### src/php_pkg.sv
`default_nettype none
package php_pkg;
	// Clock and time base
	localparam int REF_PERIOD_PS = 5000;
	localparam int PS_PER_US     = 1000000;
	localparam int US_CYCLES     = (PS_PER_US + REF_PERIOD_PS - 1) / REF_PERIOD_PS;
	localparam int US_PER_MS     = 1000;

	// Register byte offsets
	localparam logic [7:0] OFF_CTRL   = 8'h00;
	localparam logic [7:0] OFF_EVT_EN = 8'h04;
	localparam logic [7:0] OFF_FLAGS  = 8'h08;
	localparam logic [7:0] OFF_LIMIT  = 8'h0c;
	localparam logic [7:0] OFF_PEAK   = 8'h10;
	localparam logic [7:0] OFF_CHGOPT = 8'h14;

	// Control register fields
	localparam int CTL_PEAK_CUR_EN   = 0;
	localparam int CTL_PEAK_SYS_EN   = 1;
	localparam int CTL_CONT_SUPP_EN  = 2;
	localparam int CTL_DPM_PCT_SEL   = 3;
	localparam int CTL_DPM_FULL_SEL  = 4;
	localparam int CTL_EXTEND_EN     = 5;
	localparam int CTL_CLEAR_BIT     = 6;
	localparam int CTL_LP_MODE_EN    = 7;
	localparam int CTL_LP_ALERT_EN   = 8;
	localparam int CTL_PW_SEL_LSB    = 9;
	localparam int CTL_OVLD_SEL_LSB  = 11;
	localparam int CTL_PEAK_CYCLE_DURATION_SEL_LSB  = 13;
	localparam int CTL_RATIO_LSB     = 15;
	localparam int CTL_DEGL_SEL_LSB  = 20;
	localparam logic [31:0] CTRL_MASK = 32'h003f_ffff;

	// Reset values
	localparam logic [31:0] CTRL_RST   = 32'h0000_0040;
	localparam logic [7:0]  EVT_EN_RST = 8'h00;
	localparam logic [15:0] LIMIT_RST  = 16'h0100;
	localparam logic [7:0]  CHGOPT_RST = 8'h00;

	// Event positions in the flag vector
	localparam int EV_CRIT = 0;
	localparam int EV_NOM  = 1;
	localparam int EV_DCHG = 2;
	localparam int EV_SYSV = 3;
	localparam int EV_ADPT = 4;
	localparam int EV_BATT = 5;
	localparam int EV_CMP  = 6;
	localparam int EV_DPM  = 7;
	localparam int EV_EXIT = 8;
	localparam int EV_NUM  = 9;

	// Trip ratio of 110 percent as numerator over denominator
	localparam int TRIP_NUM = 11;
	localparam int TRIP_DEN = 10;

	// Selectable times
	localparam logic [15:0] PULSE_WIDTH_US [0:3] = '{16'h000a, 16'h0064, 16'h01f4, 16'h03e8};
	localparam logic [15:0] DEGLITCH_US    [0:3] = '{16'h000a, 16'h0064, 16'h03e8, 16'h1388};
	localparam logic [7:0]  OVERLOAD_MS    [0:3] = '{8'h01, 8'h02, 8'h0a, 8'h14};
	localparam logic [7:0]  PEAK_CYCLE_MS  [0:3] = '{8'h14, 8'h28, 8'h50, 8'ha0};

	// AXI responses
	localparam logic [1:0] RESP_OKAY   = 2'h0;
	localparam logic [1:0] RESP_SLVERR = 2'h2;

	typedef enum logic [1:0] {PK_IDLE, PK_OVLD, PK_PRIM} php_peak_state_t;
endpackage : php_pkg
`default_nettype wire

### src/php_alert_core.sv
// Notes on behaviour
// - Overload limit first, then primary until cycle end
// - Surge, discharge or low system voltage starts cycle
// - Persisting overload repeats; equal times mean permanent
// - Two separate peak mode enable bits
// - Primary is DPM limit; overload is ratio
// - Critical event at 110% overload limit
// - Nominal event at 110% primary limit
// - Discharge event after continuous deglitch time
// - System voltage source chosen by continuous setting
// - Adapter and battery removal raise events
// - Comparator falling edge raises event
// - DPM event at 80, 90 or 100 percent
// - Eight enable bits; supplement exit always enabled
// - Alert low for minimum width, longer while active
// - Extension holds alert until clear bit written zero
// - DPM and exit hold alert until flag cleared
// - Flags set; read clears inactive, two need write
// - Overlapping events set both flags; running width not restarted
// - Low power mode alerts on comparator input low
`timescale 1ns/100ps
`default_nettype none
module php_alert_core #(
	parameter int LIM_W     = 16,
	parameter int US_CYCLES = php_pkg::US_CYCLES,
	parameter int US_PER_MS = php_pkg::US_PER_MS
) (
	// Clock, reset and enable
	input  wire logic             REF_CLK,
	input  wire logic             RESETN,
	input  wire logic             CE,
	// AXI4-Lite write
	input  wire logic [7:0]       S_AXI_AWADDR,
	input  wire logic             S_AXI_AWVALID,
	output logic                  S_AXI_AWREADY,
	input  wire logic [31:0]      S_AXI_WDATA,
	input  wire logic [3:0]       S_AXI_WSTRB,
	input  wire logic             S_AXI_WVALID,
	output logic                  S_AXI_WREADY,
	output logic [1:0]            S_AXI_BRESP,
	output logic                  S_AXI_BVALID,
	input  wire logic             S_AXI_BREADY,
	// AXI4-Lite read
	input  wire logic [7:0]       S_AXI_ARADDR,
	input  wire logic             S_AXI_ARVALID,
	output logic                  S_AXI_ARREADY,
	output logic [31:0]           S_AXI_RDATA,
	output logic [1:0]            S_AXI_RRESP,
	output logic                  S_AXI_RVALID,
	input  wire logic             S_AXI_RREADY,
	// Sensed conditions
	input  wire logic [LIM_W-1:0] ADAPTER_PEAK_CURRENT,
	input  wire logic [LIM_W-1:0] ADAPTER_AVG_CURRENT,
	input  wire logic             INPUT_SURGE,
	input  wire logic             DISCHARGE_SURGE,
	input  wire logic             SYSVOLT_BELOW_PEAK_TH,
	input  wire logic             DISCHARGE_OVER_TH,
	input  wire logic             SYSVOLT_BELOW_ALERT_TH,
	input  wire logic             VBUS_BELOW_CONVERTER_DISABLE,
	input  wire logic             CHARGE_GOOD_OUT,
	input  wire logic             BATTERY_PRESENCE_IN,
	input  wire logic             COMPARATOR_OUTPUT,
	input  wire logic             COMPARATOR_INPUT_LOW,
	input  wire logic             VBUS_BELOW_DPM_80,
	input  wire logic             VBUS_BELOW_DPM_90,
	input  wire logic             VBUS_BELOW_DPM_100,
	input  wire logic             SUPPLEMENT_EXIT,
	// Alert and limit outputs
	output logic                  CPU_OVERLOAD_ALERT_N,
	output logic [LIM_W:0]        ACTIVE_INPUT_LIMIT,
	output logic                  OVERLOAD_PHASE
);
	localparam int EVN = php_pkg::EV_NUM;

	// Refuse shapes the datapath and dividers cannot serve
	if (LIM_W < 4 || LIM_W > 24) begin : g_bad_lim
		$error("LIM_W must lie between 4 and 24");
	end
	if (US_CYCLES < 1 || US_CYCLES > 65535 || US_PER_MS < 1 || US_PER_MS > 65535) begin : g_bad_div
		$error("Divider counts must lie between 1 and 65535");
	end

	logic [31:0]            ctrl_reg;
	logic [7:0]             evt_en_reg;
	logic [15:0]            limit_reg;
	logic [7:0]             chgopt_reg;
	logic [EVN-1:0]         flags_reg;
	logic [EVN-1:0]         flags_next;
	logic [EVN-1:0]         ev_prev_reg;
	logic [EVN-1:0]         ev_act;
	logic [EVN-1:0]         ev_en;
	logic [EVN-1:0]         ev_trig;
	logic                   ext_hold_reg;
	logic                   ext_hold_next;
	logic [15:0]            pw_cnt_reg;
	logic [15:0]            pw_cnt_next;
	logic [15:0]            dg_cnt_reg;
	logic [15:0]            us_div_reg;
	logic [15:0]            ms_div_reg;
	logic                   us_tick_reg;
	logic                   ms_tick_reg;
	logic [7:0]             pk_cnt_reg;
	php_pkg::php_peak_state_t peak_state_reg;
	logic                   aw_held_reg;
	logic                   w_held_reg;
	logic [7:0]             aw_addr_reg;
	logic [31:0]            w_data_reg;
	logic [3:0]             w_strb_reg;
	logic                   wr_go;
	logic                   rd_hs;
	logic                   wr_ctrl;
	logic                   wr_flags;
	logic [31:0]            wr_merged_ctrl;
	logic [31:0]            rd_data;
	logic                   rd_ok;
	logic                   wr_ok;
	logic [LIM_W-1:0]       primary_input_limit;
	logic [LIM_W:0]         overload_input_limit;
	logic [LIM_W+5:0]       ratio_prod;
	logic                   critical_current_event;
	logic                   nominal_current_event;
	logic                   peak_trig;
	logic                   alert_low_next;

	// Apply byte strobes onto a stored word
	function automatic logic [31:0] merge(input logic [31:0] old, input logic [31:0] wd,
		input logic [3:0] strb);
		logic [31:0] res;
		res = old;
		for (int i = 0; i < 4; i++) begin
			if (strb[i]) begin
				res[8*i +: 8] = wd[8*i +: 8];
			end
		end
		return res;
	endfunction : merge

	// Named control fields
	wire       peak_mode_current_en     = ctrl_reg[php_pkg::CTL_PEAK_CUR_EN];
	wire       peak_mode_sysvolt_en     = ctrl_reg[php_pkg::CTL_PEAK_SYS_EN];
	wire       continuous_supplement_en = ctrl_reg[php_pkg::CTL_CONT_SUPP_EN];
	wire       dpm_event_percent_sel    = ctrl_reg[php_pkg::CTL_DPM_PCT_SEL];
	wire       dpm_event_full_level_sel = ctrl_reg[php_pkg::CTL_DPM_FULL_SEL];
	wire       alert_extend_en          = ctrl_reg[php_pkg::CTL_EXTEND_EN];
	wire       low_power_mode_en        = ctrl_reg[php_pkg::CTL_LP_MODE_EN];
	wire       low_power_alert_en       = ctrl_reg[php_pkg::CTL_LP_ALERT_EN];
	wire [1:0] alert_pulse_width_sel    = ctrl_reg[php_pkg::CTL_PW_SEL_LSB +: 2];
	wire [1:0] overload_duration_sel    = ctrl_reg[php_pkg::CTL_OVLD_SEL_LSB +: 2];
	wire [1:0] peak_cycle_duration_sel  = ctrl_reg[php_pkg::CTL_PEAK_CYCLE_DURATION_SEL_LSB +: 2];
	wire [4:0] overload_limit_ratio     = ctrl_reg[php_pkg::CTL_RATIO_LSB +: 5];
	wire [1:0] discharge_deglitch_sel   = ctrl_reg[php_pkg::CTL_DEGL_SEL_LSB +: 2];
	wire [7:0] overload_duration        = php_pkg::OVERLOAD_MS[overload_duration_sel];
	wire [7:0] peak_cycle_duration      = php_pkg::PEAK_CYCLE_MS[peak_cycle_duration_sel];

	// Limits: overload is primary times (32 + ratio) / 32
	assign primary_input_limit  = limit_reg[LIM_W-1:0];
	assign ratio_prod           = (LIM_W+6)'(primary_input_limit) * (LIM_W+6)'({1'b1, overload_limit_ratio});
	assign overload_input_limit = ratio_prod[LIM_W+5:5];
	assign critical_current_event = (LIM_W+5)'(ADAPTER_PEAK_CURRENT) * (LIM_W+5)'(php_pkg::TRIP_DEN)
		>= (LIM_W+5)'(overload_input_limit) * (LIM_W+5)'(php_pkg::TRIP_NUM);
	assign nominal_current_event = (LIM_W+5)'(ADAPTER_AVG_CURRENT) * (LIM_W+5)'(php_pkg::TRIP_DEN)
		>= (LIM_W+5)'(primary_input_limit) * (LIM_W+5)'(php_pkg::TRIP_NUM);

	// Microsecond and millisecond ticks; all timers count these to keep counters narrow
	always_ff @(posedge REF_CLK or negedge RESETN) begin
		if (!RESETN) begin
			us_div_reg  <= 16'h0000;
			ms_div_reg  <= 16'h0000;
			us_tick_reg <= 1'b0;
			ms_tick_reg <= 1'b0;
		end else if (CE) begin
			us_tick_reg <= 1'b0;
			ms_tick_reg <= 1'b0;
			if (us_div_reg == 16'(US_CYCLES - 1)) begin
				us_div_reg  <= 16'h0000;
				us_tick_reg <= 1'b1;
				if (ms_div_reg == 16'(US_PER_MS - 1)) begin
					ms_div_reg  <= 16'h0000;
					ms_tick_reg <= 1'b1;
				end else begin
					ms_div_reg <= ms_div_reg + 16'h0001;
				end
			end else begin
				us_div_reg <= us_div_reg + 16'h0001;
			end
		end
	end

	// Discharge deglitch: any gap restarts the count
	always_ff @(posedge REF_CLK or negedge RESETN) begin
		if (!RESETN) begin
			dg_cnt_reg <= 16'h0000;
		end else if (CE) begin
			if (!DISCHARGE_OVER_TH) begin
				dg_cnt_reg <= 16'h0000;
			end else if (us_tick_reg && dg_cnt_reg != 16'hffff) begin
				dg_cnt_reg <= dg_cnt_reg + 16'h0001;
			end
		end
	end

	// Event levels; a trigger is the rise of an enabled level
	always_comb begin
		ev_act                  = '0;
		ev_act[php_pkg::EV_CRIT] = critical_current_event;
		ev_act[php_pkg::EV_NOM]  = nominal_current_event;
		ev_act[php_pkg::EV_DCHG] = DISCHARGE_OVER_TH
			&& dg_cnt_reg >= php_pkg::DEGLITCH_US[discharge_deglitch_sel];
		ev_act[php_pkg::EV_SYSV] = continuous_supplement_en ? VBUS_BELOW_CONVERTER_DISABLE
			: SYSVOLT_BELOW_ALERT_TH;
		ev_act[php_pkg::EV_ADPT] = !CHARGE_GOOD_OUT;
		ev_act[php_pkg::EV_BATT] = !BATTERY_PRESENCE_IN;
		// Low power mode swaps the comparator edge for the fixed threshold monitor
		ev_act[php_pkg::EV_CMP]  = low_power_mode_en ? (low_power_alert_en && COMPARATOR_INPUT_LOW)
			: !COMPARATOR_OUTPUT;
		if (dpm_event_full_level_sel) begin
			ev_act[php_pkg::EV_DPM] = VBUS_BELOW_DPM_100;
		end else begin
			ev_act[php_pkg::EV_DPM] = dpm_event_percent_sel ? VBUS_BELOW_DPM_90 : VBUS_BELOW_DPM_80;
		end
		ev_act[php_pkg::EV_EXIT] = SUPPLEMENT_EXIT;
	end
	assign ev_en   = {1'b1, evt_en_reg};
	assign ev_trig = ev_act & ~ev_prev_reg & ev_en;

	always_ff @(posedge REF_CLK or negedge RESETN) begin
		if (!RESETN) begin
			ev_prev_reg <= '0;
		end else if (CE) begin
			ev_prev_reg <= ev_act;
		end
	end

	// Flags: hardware set wins over read clear and write clear
	always_comb begin
		flags_next = flags_reg;
		if (rd_hs && S_AXI_ARADDR == php_pkg::OFF_FLAGS) begin
			flags_next[php_pkg::EV_CMP:0] = flags_reg[php_pkg::EV_CMP:0]
				& ev_act[php_pkg::EV_CMP:0];
		end
		if (wr_flags && w_strb_reg[0] && !w_data_reg[php_pkg::EV_DPM]) begin
			flags_next[php_pkg::EV_DPM] = 1'b0;
		end
		if (wr_flags && w_strb_reg[1] && !w_data_reg[php_pkg::EV_EXIT]) begin
			flags_next[php_pkg::EV_EXIT] = 1'b0;
		end
		flags_next = flags_next | ev_trig;
	end

	// Extension latch and minimum width counter
	always_comb begin
		ext_hold_next = ext_hold_reg;
		if (wr_ctrl && !wr_merged_ctrl[php_pkg::CTL_CLEAR_BIT]) begin
			ext_hold_next = 1'b0;
		end
		if (|ev_trig && alert_extend_en) begin
			ext_hold_next = 1'b1;
		end
		pw_cnt_next = pw_cnt_reg;
		if (us_tick_reg && pw_cnt_reg != 16'h0000) begin
			pw_cnt_next = pw_cnt_reg - 16'h0001;
		end
		// One extra tick covers the partial microsecond at the start
		if (|ev_trig && (CPU_OVERLOAD_ALERT_N || pw_cnt_reg == 16'h0000)) begin
			pw_cnt_next = php_pkg::PULSE_WIDTH_US[alert_pulse_width_sel] + 16'h0001;
		end
		alert_low_next = pw_cnt_next != 16'h0000 || |(ev_act & ev_en) || ext_hold_next
			|| flags_next[php_pkg::EV_DPM] || flags_next[php_pkg::EV_EXIT];
	end

	always_ff @(posedge REF_CLK or negedge RESETN) begin
		if (!RESETN) begin
			flags_reg            <= '0;
			ext_hold_reg         <= 1'b0;
			pw_cnt_reg           <= 16'h0000;
			CPU_OVERLOAD_ALERT_N <= 1'b1;
		end else if (CE) begin
			flags_reg            <= flags_next;
			ext_hold_reg         <= ext_hold_next;
			pw_cnt_reg           <= pw_cnt_next;
			CPU_OVERLOAD_ALERT_N <= !alert_low_next;
		end
	end

	// Peak power sequencer
	assign peak_trig = (peak_mode_current_en && (INPUT_SURGE || DISCHARGE_SURGE))
		|| (peak_mode_sysvolt_en && SYSVOLT_BELOW_PEAK_TH);

	always_ff @(posedge REF_CLK or negedge RESETN) begin
		if (!RESETN) begin
			peak_state_reg <= php_pkg::PK_IDLE;
			pk_cnt_reg     <= 8'h00;
		end else if (CE) begin
			unique case (peak_state_reg)
				php_pkg::PK_IDLE: begin
					pk_cnt_reg <= 8'h00;
					if (peak_trig) begin
						peak_state_reg <= php_pkg::PK_OVLD;
					end
				end
				php_pkg::PK_OVLD: begin
					if (!(peak_mode_current_en || peak_mode_sysvolt_en)) begin
						peak_state_reg <= php_pkg::PK_IDLE;
					end else if (overload_duration >= peak_cycle_duration) begin
						pk_cnt_reg <= 8'h00;
					end else if (ms_tick_reg) begin
						pk_cnt_reg <= pk_cnt_reg + 8'h01;
						// One tick past the duration covers the partial first millisecond
						if (pk_cnt_reg >= overload_duration) begin
							peak_state_reg <= php_pkg::PK_PRIM;
						end
					end
				end
				php_pkg::PK_PRIM: begin
					if (!(peak_mode_current_en || peak_mode_sysvolt_en)) begin
						peak_state_reg <= php_pkg::PK_IDLE;
					end else if (ms_tick_reg) begin
						pk_cnt_reg <= pk_cnt_reg + 8'h01;
						if (pk_cnt_reg >= peak_cycle_duration) begin
							pk_cnt_reg     <= 8'h00;
							peak_state_reg <= peak_trig ? php_pkg::PK_OVLD : php_pkg::PK_IDLE;
						end
					end
				end
			endcase
		end
	end

	// Enforced limit follows the phase one cycle later
	always_ff @(posedge REF_CLK or negedge RESETN) begin
		if (!RESETN) begin
			ACTIVE_INPUT_LIMIT <= '0;
			OVERLOAD_PHASE     <= 1'b0;
		end else if (CE) begin
			OVERLOAD_PHASE     <= peak_state_reg == php_pkg::PK_OVLD;
			ACTIVE_INPUT_LIMIT <= (peak_state_reg == php_pkg::PK_OVLD) ? overload_input_limit
				: {1'b0, primary_input_limit};
		end
	end

	// Bus decode; a frozen clock enable also freezes handshakes
	assign wr_go    = CE && aw_held_reg && w_held_reg && !S_AXI_BVALID;
	assign rd_hs    = CE && S_AXI_ARVALID && S_AXI_ARREADY;
	assign wr_ctrl  = wr_go && aw_addr_reg == php_pkg::OFF_CTRL;
	assign wr_flags = wr_go && aw_addr_reg == php_pkg::OFF_FLAGS;
	assign wr_merged_ctrl = merge(ctrl_reg, w_data_reg, w_strb_reg) & php_pkg::CTRL_MASK;
	assign wr_ok = aw_addr_reg inside {php_pkg::OFF_CTRL, php_pkg::OFF_EVT_EN, php_pkg::OFF_FLAGS,
		php_pkg::OFF_LIMIT, php_pkg::OFF_PEAK, php_pkg::OFF_CHGOPT};

	always_comb begin
		rd_ok   = 1'b1;
		rd_data = 32'h0000_0000;
		unique case (S_AXI_ARADDR)
			php_pkg::OFF_CTRL:   rd_data = ctrl_reg;
			php_pkg::OFF_EVT_EN: rd_data = {24'h000000, evt_en_reg};
			php_pkg::OFF_FLAGS:  rd_data = {23'h000000, flags_reg};
			php_pkg::OFF_LIMIT:  rd_data = {16'h0000, limit_reg};
			php_pkg::OFF_PEAK:   rd_data = {peak_state_reg, 30'(overload_input_limit)};
			php_pkg::OFF_CHGOPT: rd_data = {24'h000000, chgopt_reg};
			default:             rd_ok   = 1'b0;
		endcase
	end

	// Software registers
	always_ff @(posedge REF_CLK or negedge RESETN) begin
		if (!RESETN) begin
			ctrl_reg   <= php_pkg::CTRL_RST;
			evt_en_reg <= php_pkg::EVT_EN_RST;
			limit_reg  <= php_pkg::LIMIT_RST;
			chgopt_reg <= php_pkg::CHGOPT_RST;
		end else if (wr_go) begin
			if (wr_ctrl) begin
				ctrl_reg <= wr_merged_ctrl;
			end
			if (aw_addr_reg == php_pkg::OFF_EVT_EN) begin
				evt_en_reg <= 8'(merge(32'(evt_en_reg), w_data_reg, w_strb_reg));
			end
			if (aw_addr_reg == php_pkg::OFF_LIMIT) begin
				limit_reg <= 16'(merge(32'(limit_reg), w_data_reg, w_strb_reg));
			end
			if (aw_addr_reg == php_pkg::OFF_CHGOPT) begin
				chgopt_reg <= 8'(merge(32'(chgopt_reg), w_data_reg, w_strb_reg));
			end
		end
	end

	// Write channels are taken in either order, answered once both are held
	always_ff @(posedge REF_CLK or negedge RESETN) begin
		if (!RESETN) begin
			aw_held_reg   <= 1'b0;
			w_held_reg    <= 1'b0;
			aw_addr_reg   <= 8'h00;
			w_data_reg    <= 32'h0000_0000;
			w_strb_reg    <= 4'h0;
			S_AXI_AWREADY <= 1'b0;
			S_AXI_WREADY  <= 1'b0;
			S_AXI_BVALID  <= 1'b0;
			S_AXI_BRESP   <= php_pkg::RESP_OKAY;
		end else if (CE) begin
			S_AXI_AWREADY <= !aw_held_reg && !(S_AXI_AWVALID && S_AXI_AWREADY);
			S_AXI_WREADY  <= !w_held_reg && !(S_AXI_WVALID && S_AXI_WREADY);
			if (S_AXI_AWVALID && S_AXI_AWREADY) begin
				aw_held_reg <= 1'b1;
				aw_addr_reg <= {S_AXI_AWADDR[7:2], 2'b00};
			end
			if (S_AXI_WVALID && S_AXI_WREADY) begin
				w_held_reg <= 1'b1;
				w_data_reg <= S_AXI_WDATA;
				w_strb_reg <= S_AXI_WSTRB;
			end
			if (wr_go) begin
				aw_held_reg   <= 1'b0;
				w_held_reg    <= 1'b0;
				S_AXI_AWREADY <= 1'b1;
				S_AXI_WREADY  <= 1'b1;
				S_AXI_BVALID  <= 1'b1;
				S_AXI_BRESP   <= wr_ok ? php_pkg::RESP_OKAY : php_pkg::RESP_SLVERR;
			end else if (S_AXI_BVALID && S_AXI_BREADY) begin
				S_AXI_BVALID <= 1'b0;
			end
		end
	end

	// Read channel: one read outstanding
	always_ff @(posedge REF_CLK or negedge RESETN) begin
		if (!RESETN) begin
			S_AXI_ARREADY <= 1'b0;
			S_AXI_RVALID  <= 1'b0;
			S_AXI_RDATA   <= 32'h0000_0000;
			S_AXI_RRESP   <= php_pkg::RESP_OKAY;
		end else if (CE) begin
			if (rd_hs) begin
				S_AXI_ARREADY <= 1'b0;
				S_AXI_RVALID  <= 1'b1;
				S_AXI_RDATA   <= rd_data;
				S_AXI_RRESP   <= rd_ok ? php_pkg::RESP_OKAY : php_pkg::RESP_SLVERR;
			end else if (S_AXI_RVALID && S_AXI_RREADY) begin
				S_AXI_RVALID  <= 1'b0;
				S_AXI_ARREADY <= 1'b1;
			end else if (!S_AXI_RVALID) begin
				S_AXI_ARREADY <= 1'b1;
			end
		end
	end
endmodule : php_alert_core
`default_nettype wire

### config.mk
export PLATFORM = sky130hd
export DESIGN_NAME = php_alert_core
export DESIGN_NICKNAME = d
export VERILOG_FILES = /design/src/php_pkg.sv /design/src/php_alert_core.sv
export SDC_FILE = /design/constraint.sdc
export NUM_CORES = 1
export LEC_CHECK = 0
export BUFFER_PORTS_ARGS = -buffer_cell sky130_fd_sc_hd__buf_4
export CAP_MARGIN = 20
export CELL_PAD_IN_SITES_DETAIL_PLACEMENT = 2
export CELL_PAD_IN_SITES_GLOBAL_PLACEMENT = 2
export CORE_MARGIN = 2
export CORE_UTILIZATION = 35
export DETAILED_ROUTE_END_ITERATION = 12
export PLACE_DENSITY_LB_ADDON = 0.1
export SYNTH_ARGS = -nofsm -noshare
export SYNTH_HDL_FRONTEND = slang
export SYNTH_SLANG_ARGS = --single-unit
### constraint.sdc
create_clock -name REF_CLK -period 13.45 [get_ports REF_CLK]
set_input_delay 0 -clock REF_CLK [delete_from_list [all_inputs] [get_ports REF_CLK]]
set_output_delay 0 -clock REF_CLK [all_outputs]
set_load 0.01 [all_outputs]
==> metrics.yaml, run 1 <==
yosys-top-cells-area: "dfrtp_1, ha_1, fa_1"
synthCells: 2115
layout.nets: 2738
grt_usage_pct: 23.4
ff2ff_path_depth: 39
largest_reg_flops: 24
area_delta_synth_final_pct: 17.6
stdcell_count: 3082
min_period_over_period_pct: 88.9
rsz0062_at_grt: "no"
synth_edf_count: 0
cp_slowest_cell: "a31oi_2"
setup_viol: 0
clock_latency_ns: 0.59
drv_cap: 0
core_um2: 55200
die-area_um2: 57800
overflow: 0
regToRegEndpoint: "pw_cnt_reg[8]"
synth_async_sr_flop_share_pct: 100
worstPathMaxFanout: 18
crit_arrival_ns: 12.35
startpoint_type: "flip-flop"
finClkSkew_ns: 0.0471
crit_path_start: "ctrl_reg[17]"
max_stage_delay_ns: 0.84
reg2reg_slack_ns: 1.50
num-fill-cells: 6063
timing.final.crit_period_ns: 11.95
drc: 0
hold_viol: 0
rows: 86
r2r_start: "ctrl_reg[17]"
yosysSeqAreaShare_pct: 29.7
cts_tree: "yes"
synth_seq_cells: 232
drive_above_1_share_pct: 13.6
dr.pass1.iters: 5
worst_ep_required_time_ns: 13.85
die_w_um: 240
io_buffers: 142
hpwl_um: 51500
setup-tns-final_ns: 0
hold_depth: 5
outcome: "completed"
antenna_found_initial: 8
initial_core_util_pct: 35.5
grt_pass1_vias: 18400
final_cell_mix: "inv_1, ha_1, dfrtp_1"
drtAntennaViolNets: 0
clockRootBuffer: "clkbuf_16"
endpoint_kind: "flip-flop"
cts_max_level: 1
cts_made_buffers: 28
hold_class: "input pin to flip-flop"
cpMostUsedCell: "inv_1"
clkSlewWorstSetupHoldPaths_ns: 0.06
hp-start: "S_AXI_ARADDR[4]"
final_common_cell: "inv_1"
drtIter0Drc: 630
wl_um: 66100
synthFlopType: "dfrtp_1"
yosysUniqueCellTypes: 82
netlist_area_um2: 19600
critPathKind: "flip-flop to flip-flop"
wl_per_cell_um: 21.5
die_y_um: 240
worst_slew_pin_slew_ns: 1.04
min_to: "flags_reg[1]"
yosysWarnings: 0
clock_sinks: 232
vias: 16400
grt_pass1_wl_um: 105000
yosys.area.top_type: "dfrtp_1"
via_per_inst: 5.31
yosysTopAreaCellShare_pct: 29.3
dp_cells: 2975
maxSlewViolCount: 0
gp_congestion: 0.836
cts_buffer_depth: 3
grt_max_degree: 124
relSlewSlack_pct: 30.3
ios: 166
syn_avg_cell_area_um2: 9.25
max_freq_ghz: 0.0837
==> cells in the mapped netlist (14+ instances only) <==
library cell and count:
a21o_1 37, a21oi_1 97, a31oi_1 18, and2_1 64, and3_1 23, clkbuf_1 44, dfrtp_1 229, fa_1 84
ha_1 237, inv_1 274, mux2_2 82, mux2i_1 33, nand2_1 170, nand2b_1 24, nand3_1 43, nand4_1 25
nor2_1 130, nor2b_1 22, nor3_1 31, o21a_1 14, o21ai_0 120, xnor2_1 61, xor2_1 54
==> through the flow <==
stage | instance area (um2) | hold WS, ns | worst slack [ns] | utilization (%)
final | 23000 | 0.0180 | 1.50 | 41.7
after global routing | 23000 | 0.0776 | 0.623 | 41.7
after CTS | 23000 | 0.00319 | 1.47 | 41.7
after detailed placement | 21500 | 0.169 | 1.55 | 39.0
after global placement | 21500 | 0.155 | 1.90 | 39.0
after floorplan | 19600 | -0.296 | 3.91 | -
==> logic make-up after synthesis <==
logic type                 count (synthesis)  share of synthesized area, %
AOI/OAI and AO/OA                        403                          13.2
xor gates and xnor gates                 115                          5.15
adders and majority gates                321                          23.7
buffers and inverters                    336                          6.74
DFF                                      232                          29.7
muxes                                    115                          6.41
other                                      1                        0.0192
and+or+nand+nor                          592                          15.1
==> critical path, delay by kind of cell, from the launching register on <==
family | cells | cell delay, ns
buffers and inverters | 7 | 0.77
xor gates and xnor gates | 2 | 0.51
and+or+nand+nor | 9 | 2.30
adders and majority gates | 8 | 3.37
DFF | 1 | 0.70
AOI/OAI and AO/OA | 13 | 4.10
==> metal layers <==
| layer | vias to the layer above | share of wire [%] | track usage (%) |
|---|---|---|---|
| met2 | 242 | 49 | 41.3 |
| met4 | 4 | 2.3 | 5.04 |
| met5 | - | 0.035 | 0 |
| met1 | 8429 | 46 | 30.7 |
| li1 | 7622 | - | - |
| met3 | 80 | 2.9 | 2.47 |
==> repair_timing <==
item                      CTS  global route
hold buffers               54             0
hold endpoints to repair  189             0
gates resized for setup     0             0
setup buffers               0             0
==> layout make-up <==
| cell class | count | area [um2] | share of cell area, % |
|---|---|---|---|
| diodes | 2 | 5.00 | 0.0217 |
| clock buffers | 39 | 812 | 3.53 |
| clock inverters | 12 | 164 | 0.712 |
| inverters | 274 | 1030 | 4.47 |
| multi-input cells | 1556 | 12500 | 54.2 |
| flip-flops and latches | 232 | 5810 | 25.2 |
| well taps | 748 | 936 | 4.06 |
| repair buffers | 219 | 1790 | 7.76 |
==> worst max path at each step <==
stage                     to  slack [ns]  depth (start not counted)
2_1_floorplan  pw_cnt_reg[8]        3.91                         40
3_3_place_gp   pw_cnt_reg[8]        1.90                         39
3_5_place_dp   pw_cnt_reg[8]        1.55                         39
4_1_cts        pw_cnt_reg[8]        1.47                         39
5_1_grt        pw_cnt_reg[8]        0.62                         39
6_report       pw_cnt_reg[8]        1.50                         39
Power of run 1 is left out: the tool's default activity adds up to more than one toggle a clock period on the data nets, which glitch-free logic cannot reach.
==> inputs of run 2 (changes only) <==
- CORE_UTILIZATION: 35 -> 39
==> run 2 against run 1 <==
Worst setup slack improved by 0.30 ns. Highest routed layer unchanged. Via count rose by 1.1%. Non-clock buffer count rose by 7.
==> metrics.yaml, run 2 (synthesis gave the netlist of run 1 again) <==
placed_area_um2: 21400  # was 21500 um2
hold_class: "input pin to asynchronous set/reset pin"  # was input pin to flip-flop
cts_max_level: 1  # unchanged
clkSlewWorstSetupHoldPaths_ns: 0.06  # about the same
die-area_um2: 52000  # was 57800 um2
timing.final.crit_period_ns: 11.65  # was 11.95 ns
ff_latch_area_um2: 5810  # unchanged
drc: 0  # unchanged
setup_viol: 0  # unchanged
overflow: 0  # unchanged
grt_max_degree: 91  # was 124
stdcell_count: 3013  # was 3082
r2r_start: "ctrl_reg[16]"  # was ctrl_reg[17]
max_freq_ghz: 0.0858  # was 0.0837 GHz
drtAntennaViolNets: 0  # unchanged
met2_length_um: 33100  # was 32500 um
route.met3.wl_um: 2720  # was 1910 um
rsz0062_at_grt: "no"  # unchanged
finClkSkew_ns: 0.0588  # was 0.0471 ns
wl_um: 66600  # was 66100 um
setup-tns-final_ns: 0  # unchanged
crit_path_start: "ctrl_reg[16]"  # was ctrl_reg[17]
wl_per_cell_um: 22.1  # was 21.5 um
layout.nets: 2745  # was 2738
dr.pass1.iters: 7  # was 5
cts_made_buffers: 28  # unchanged
final_area_um2: 23100  # was 23000 um2
cpMostUsedCell: "inv_1"  # unchanged
cts_tree: "yes"  # unchanged
grt_usage_pct: 26.0  # was 23.4%
endpoint_kind: "flip-flop"  # unchanged
ios: 166  # unchanged
area_delta_synth_final_pct: 17.9  # was 17.6%
min_period_over_period_pct: 86.6  # was 88.9%
dp_cells: 2898  # was 2975
vias: 16600  # was 16400
max_stage_delay_ns: 0.86  # was 0.84 ns
final_common_cell: "inv_1"  # unchanged
via_per_inst: 5.49  # was 5.31
hold_viol: 0  # unchanged
postCtsSetupBuffers: 0  # unchanged
relSlewSlack_pct: 28.3  # was 30.3%
cp_slowest_cell: "dfrtp_1"  # was a31oi_2
top_layer_used: "met5"  # unchanged
worst-path-buf-inv: 7  # unchanged
initial_core_util_pct: 39.3  # was 35.5%
largest_reg_flops: 24  # unchanged
worst_slew_pin_slew_ns: 1.07  # was 1.04 ns
clock_latency_ns: 0.60  # was 0.59 ns
drive_above_1_share_pct: 13.7  # was 13.6%
hpwl_um: 50600  # was 51500 um
io_buffers: 142  # unchanged
critPathKind: "flip-flop to flip-flop"  # unchanged
outcome: "completed"  # unchanged
multi_input_area_um2: 12500  # about the same
maxSlewViolCount: 0  # unchanged
drv_cap: 0  # unchanged
clock_sinks: 232  # unchanged
grt_pass1_wl_um: 107000  # was 105000 um
cts_resized: 0  # unchanged
path_delay_family: "compound AO/OA/AOI/OAI gates"  # unchanged
gp_congestion: 0.828  # was 0.836
rows: 82  # was 86
die_w_um: 228  # was 240 um
drtIter0Drc: 632  # was 630
clockRootBuffer: "clkbuf_16"  # unchanged
worst_ep_required_time_ns: 13.90  # was 13.85 ns
die_y_um: 228  # was 240 um
num-fill-cells: 5366  # was 6063
core_um2: 49900  # was 55200 um2
crit_arrival_ns: 12.10  # was 12.35 ns
wirelength_met1_um: 28500  # was 30200 um
grt_pass1_vias: 19000  # was 18400
worstPathMaxFanout: 26  # was 18
antenna_found_initial: 5  # was 8
cts_buffer_depth: 3  # unchanged
startpoint_type: "flip-flop"  # unchanged
final_cell_mix: "inv_1, ha_1, dfrtp_1"  # unchanged
==> run 2: path summary, 6_finish.rpt <==
path,cells past startpoint,slack [ns],endpoint
setup / recovery,39,1.80,pw_cnt_reg[14]
hold / removal,2,0.04,us_div_reg[11]
setup reg to reg,39,1.80,pw_cnt_reg[14]
hold reg to reg,1,0.49,us_div_reg[15]
max in group asynchronous,5,11.45,ctrl_reg[4]
min in group REF_CLK,3,0.08,aw_held_reg
==> run 2: worst reg2reg max path, delay by kind of cell (launching register included) <==
kind	cells	cell delay [ns]
AO/OA/AOI/OAI	12	3.56
adder cells (fa/ha/maj)	8	3.24
AND/OR/NAND/NOR	10	2.61
flip-flops	1	0.86
buffers and inverters	7	0.78
XOR/XNOR	2	0.44
==> run 2: area by class of cell <==
type | count | area share [%]
repair buffers | 226 | 8.12
diodes | 1 | 0.0108
inverters | 274 | 4.46
clock inverters | 14 | 1.04
clock buffers | 38 | 3.42
flip-flops and latches | 232 | 25.2
well taps | 672 | 3.64
multi-input cells | 1556 | 54.1
==> run 2: timing repair <==
item                                    CTS  global route
endpoints found under the hold margin   168             0
hold buffers                             60             0
endpoints found under the setup margin    0             0
==> run 2: stage by stage <==
stage	utilization [%]	hold slack [ns]	worst slack (ns)
5_1_grt	46.3	0.0769	1.12
4_1_cts	46.2	0.0314	1.85
3_3_place_gp	42.9	0.0563	2.44
2_1_floorplan	-	-0.296	3.91
3_5_place_dp	42.9	0.0469	2.03
6_report	46.3	0.0369	1.80
==> run 2: layer usage <==
metal | vias up | global-route usage (%)
li1 | 7654 | -
met5 | - | 0
met3 | 108 | 3.25
met1 | 8498 | 32.9
met2 | 292 | 46.0
met4 | 4 | 8.66
Power of run 2 is left out for the same reason.
==> inputs of run 3 (changes only) <==
- CORE_MARGIN: 2 -> unset
- clock period: 13.45 -> 11.88 ns (I/O delays scaled with it)
==> run 3 against run 2 <==
Critical path depth stayed put. Highest routed layer is now met4. Final cell count down 0.37%. Hold slack better by 0.0050 ns. Clock skew fell by 0.014 ns. Die area decreased by 1.7%. Core utilization grew 0.38 points. Critical path type unchanged. Cell area down 0.41%. Maximum frequency rose by 5.8%. Global-route usage rose by 1.7 points. Non-clock buffer count fell by 7. Via count grew 0.67%. Wire length is 3.6% higher.
==> metrics.yaml, run 3 (synthesis gave the netlist of run 1 again) <==
rows: 81  # was 82
final_common_cell: "inv_1"  # unchanged
clock_sinks: 232  # unchanged
drive_above_1_share_pct: 13.8  # was 13.7%
final_area_um2: 23000  # was 23100 um2
hold_class: "input pin to flip-flop"  # was input pin to asynchronous set/reset pin
max_freq_ghz: 0.0908  # was 0.0858 GHz
clockRootBuffer: "clkbuf_16"  # unchanged
layout.nets: 2740  # was 2745
drv_cap: 0  # unchanged
maxSlewViolCount: 0  # unchanged
die_y_um: 226  # was 228 um
via_per_inst: 5.55  # was 5.49
setup-tns-final_ns: 0  # unchanged
cpMostUsedCell: "inv_1"  # unchanged
holdWs_ns: 0.0419  # was 0.0369 ns
grt_pass1_wl_um: 109000  # was 107000 um
grt_usage_pct: 27.7  # was 26.0%
num-fill-cells: 5344  # was 5366
wl_per_cell_um: 23.0  # was 22.1 um
gp_congestion: 0.869  # was 0.828
hpwl_um: 51500  # was 50600 um
core_um2: 49300  # was 49900 um2
outcome: "completed"  # unchanged
overflow: 0  # unchanged
grt_pass1_vias: 19100  # was 19000
critPathKind: "flip-flop to flip-flop"  # unchanged
cts_tree: "yes"  # unchanged
timing.final.crit_period_ns: 11.01  # was 11.65 ns
wl_um: 69100  # was 66600 um
clkSlewWorstSetupHoldPaths_ns: 0.06  # about the same
cp_slowest_cell: "dfrtp_1"  # unchanged
placed_area_um2: 21400  # about the same
initial_core_util_pct: 39.7  # was 39.3%
startpoint_type: "flip-flop"  # unchanged
rsz0062_at_grt: "no"  # unchanged
antenna_found_initial: 0  # was 5
worst_slew_pin_slew_ns: 0.952  # was 1.07 ns
area_delta_synth_final_pct: 17.4  # was 17.9%
io_buffers: 142  # unchanged
largest_reg_flops: 24  # unchanged
cts_buffer_depth: 3  # unchanged
die_w_um: 226  # was 228 um
min_period_over_period_pct: 92.7  # was 86.6%
reg2reg_slack_ns: 0.87  # was 1.80 ns
endpoint_kind: "flip-flop"  # unchanged
vias: 16700  # was 16600
dr.pass1.iters: 5  # was 7
drtAntennaViolNets: 0  # unchanged
cts_max_level: 1  # unchanged
clock_latency_ns: 0.61  # was 0.60 ns
cts_made_buffers: 30  # was 28
finClkSkew_ns: 0.0451  # was 0.0588 ns
setup_viol: 0  # unchanged
final_cell_mix: "inv_1, ha_1, dfrtp_1"  # unchanged
worstPathMaxFanout: 26  # unchanged
drtIter0Drc: 607  # was 632
grt_max_degree: 112  # was 91
max_stage_delay_ns: 0.58  # was 0.86 ns
die-area_um2: 51100  # was 52000 um2
ios: 166  # unchanged
drc: 0  # unchanged
hold_viol: 0  # unchanged
crit_arrival_ns: 11.49  # was 12.10 ns
relSlewSlack_pct: 36.5  # was 28.3%
worst_ep_required_time_ns: 12.36  # was 13.90 ns
## run 3: cell count changes in the layout (fill, tap and decap cells not counted), moves of 2 or more
cell / delta
clkinv_4: +4
clkbuf_16: +2
dlygate4sd3_1: -8
clkinvlp_4: -6
bufinv_16: -3
clkinv_2: +2
clkbuf_1: +2
clkbuf_8: +2
buf_4: +2
## run 3: what timing repair did
item | CTS | global route
resized for setup | 0 | 1
hold endpoints to repair | 181 | 0
hold buffers | 52 | 0
setup buffers | 0 | 0
setup endpoints to repair | 0 | 5
## run 3: through the flow
step / utilization, % / instances / setup slack, ns
floorplan: - / 2124 / 2.34
global placement: 43.5 / 2893 / 1.04
detailed placement: 43.5 / 2893 / 0.564
CTS: 46.6 / 3001 / 0.539
global route: 46.6 / 3001 / 0.135
finish: 46.6 / 3002 / 0.866
## run 3: final cells by class
type,count,area (um2),area share [%]
multi-input combinational,1556,12500,54.4
sequential,232,5810,25.3
timing repair buffer,219,1780,7.76
inverter,274,1030,4.48
clock buffer,44,873,3.80
tap,664,831,3.62
clock inverter,12,158,0.686
antenna,1,2.50,0.0109
## run 3: worst paths after layout
path | start | end | cells after the start
worst min register to register | us_div_reg[15] | us_div_reg[15] | 1
worst min-delay path | S_AXI_ARADDR[4] | flags_reg[0] | 5
min in group asynchronous | RESETN | ACTIVE_INPUT_LIMIT[6] | 2
worst max-delay path | limit_reg[1] | pw_cnt_reg[15] | 39
max in group asynchronous | RESETN | ctrl_reg[17] | 4
worst max register to register | limit_reg[1] | pw_cnt_reg[15] | 39
## run 3: layer usage
layer / vias up / part of all wire, % / global-route usage (%)
met5: - / 0 / 0
met4: 0 / 3.0 / 8.11
met3: 103 / 3.2 / 3.06
met1: 8651 / 43 / 35.1
li1: 7647 / - / -
met2: 266 / 50 / 49.5
## run 3: worst max-delay path: cells and delay by family (launching register included)
family / cells / cell delay, ns
adders and majority gates: 8 / 3.40
AOI/OAI and AO/OA: 12 / 2.96
and+or+nand+nor: 10 / 2.68
buffers and inverters: 7 / 0.77
DFF: 1 / 0.58
xor gates and xnor gates: 2 / 0.46
Power of run 3 is left out for the same reason.
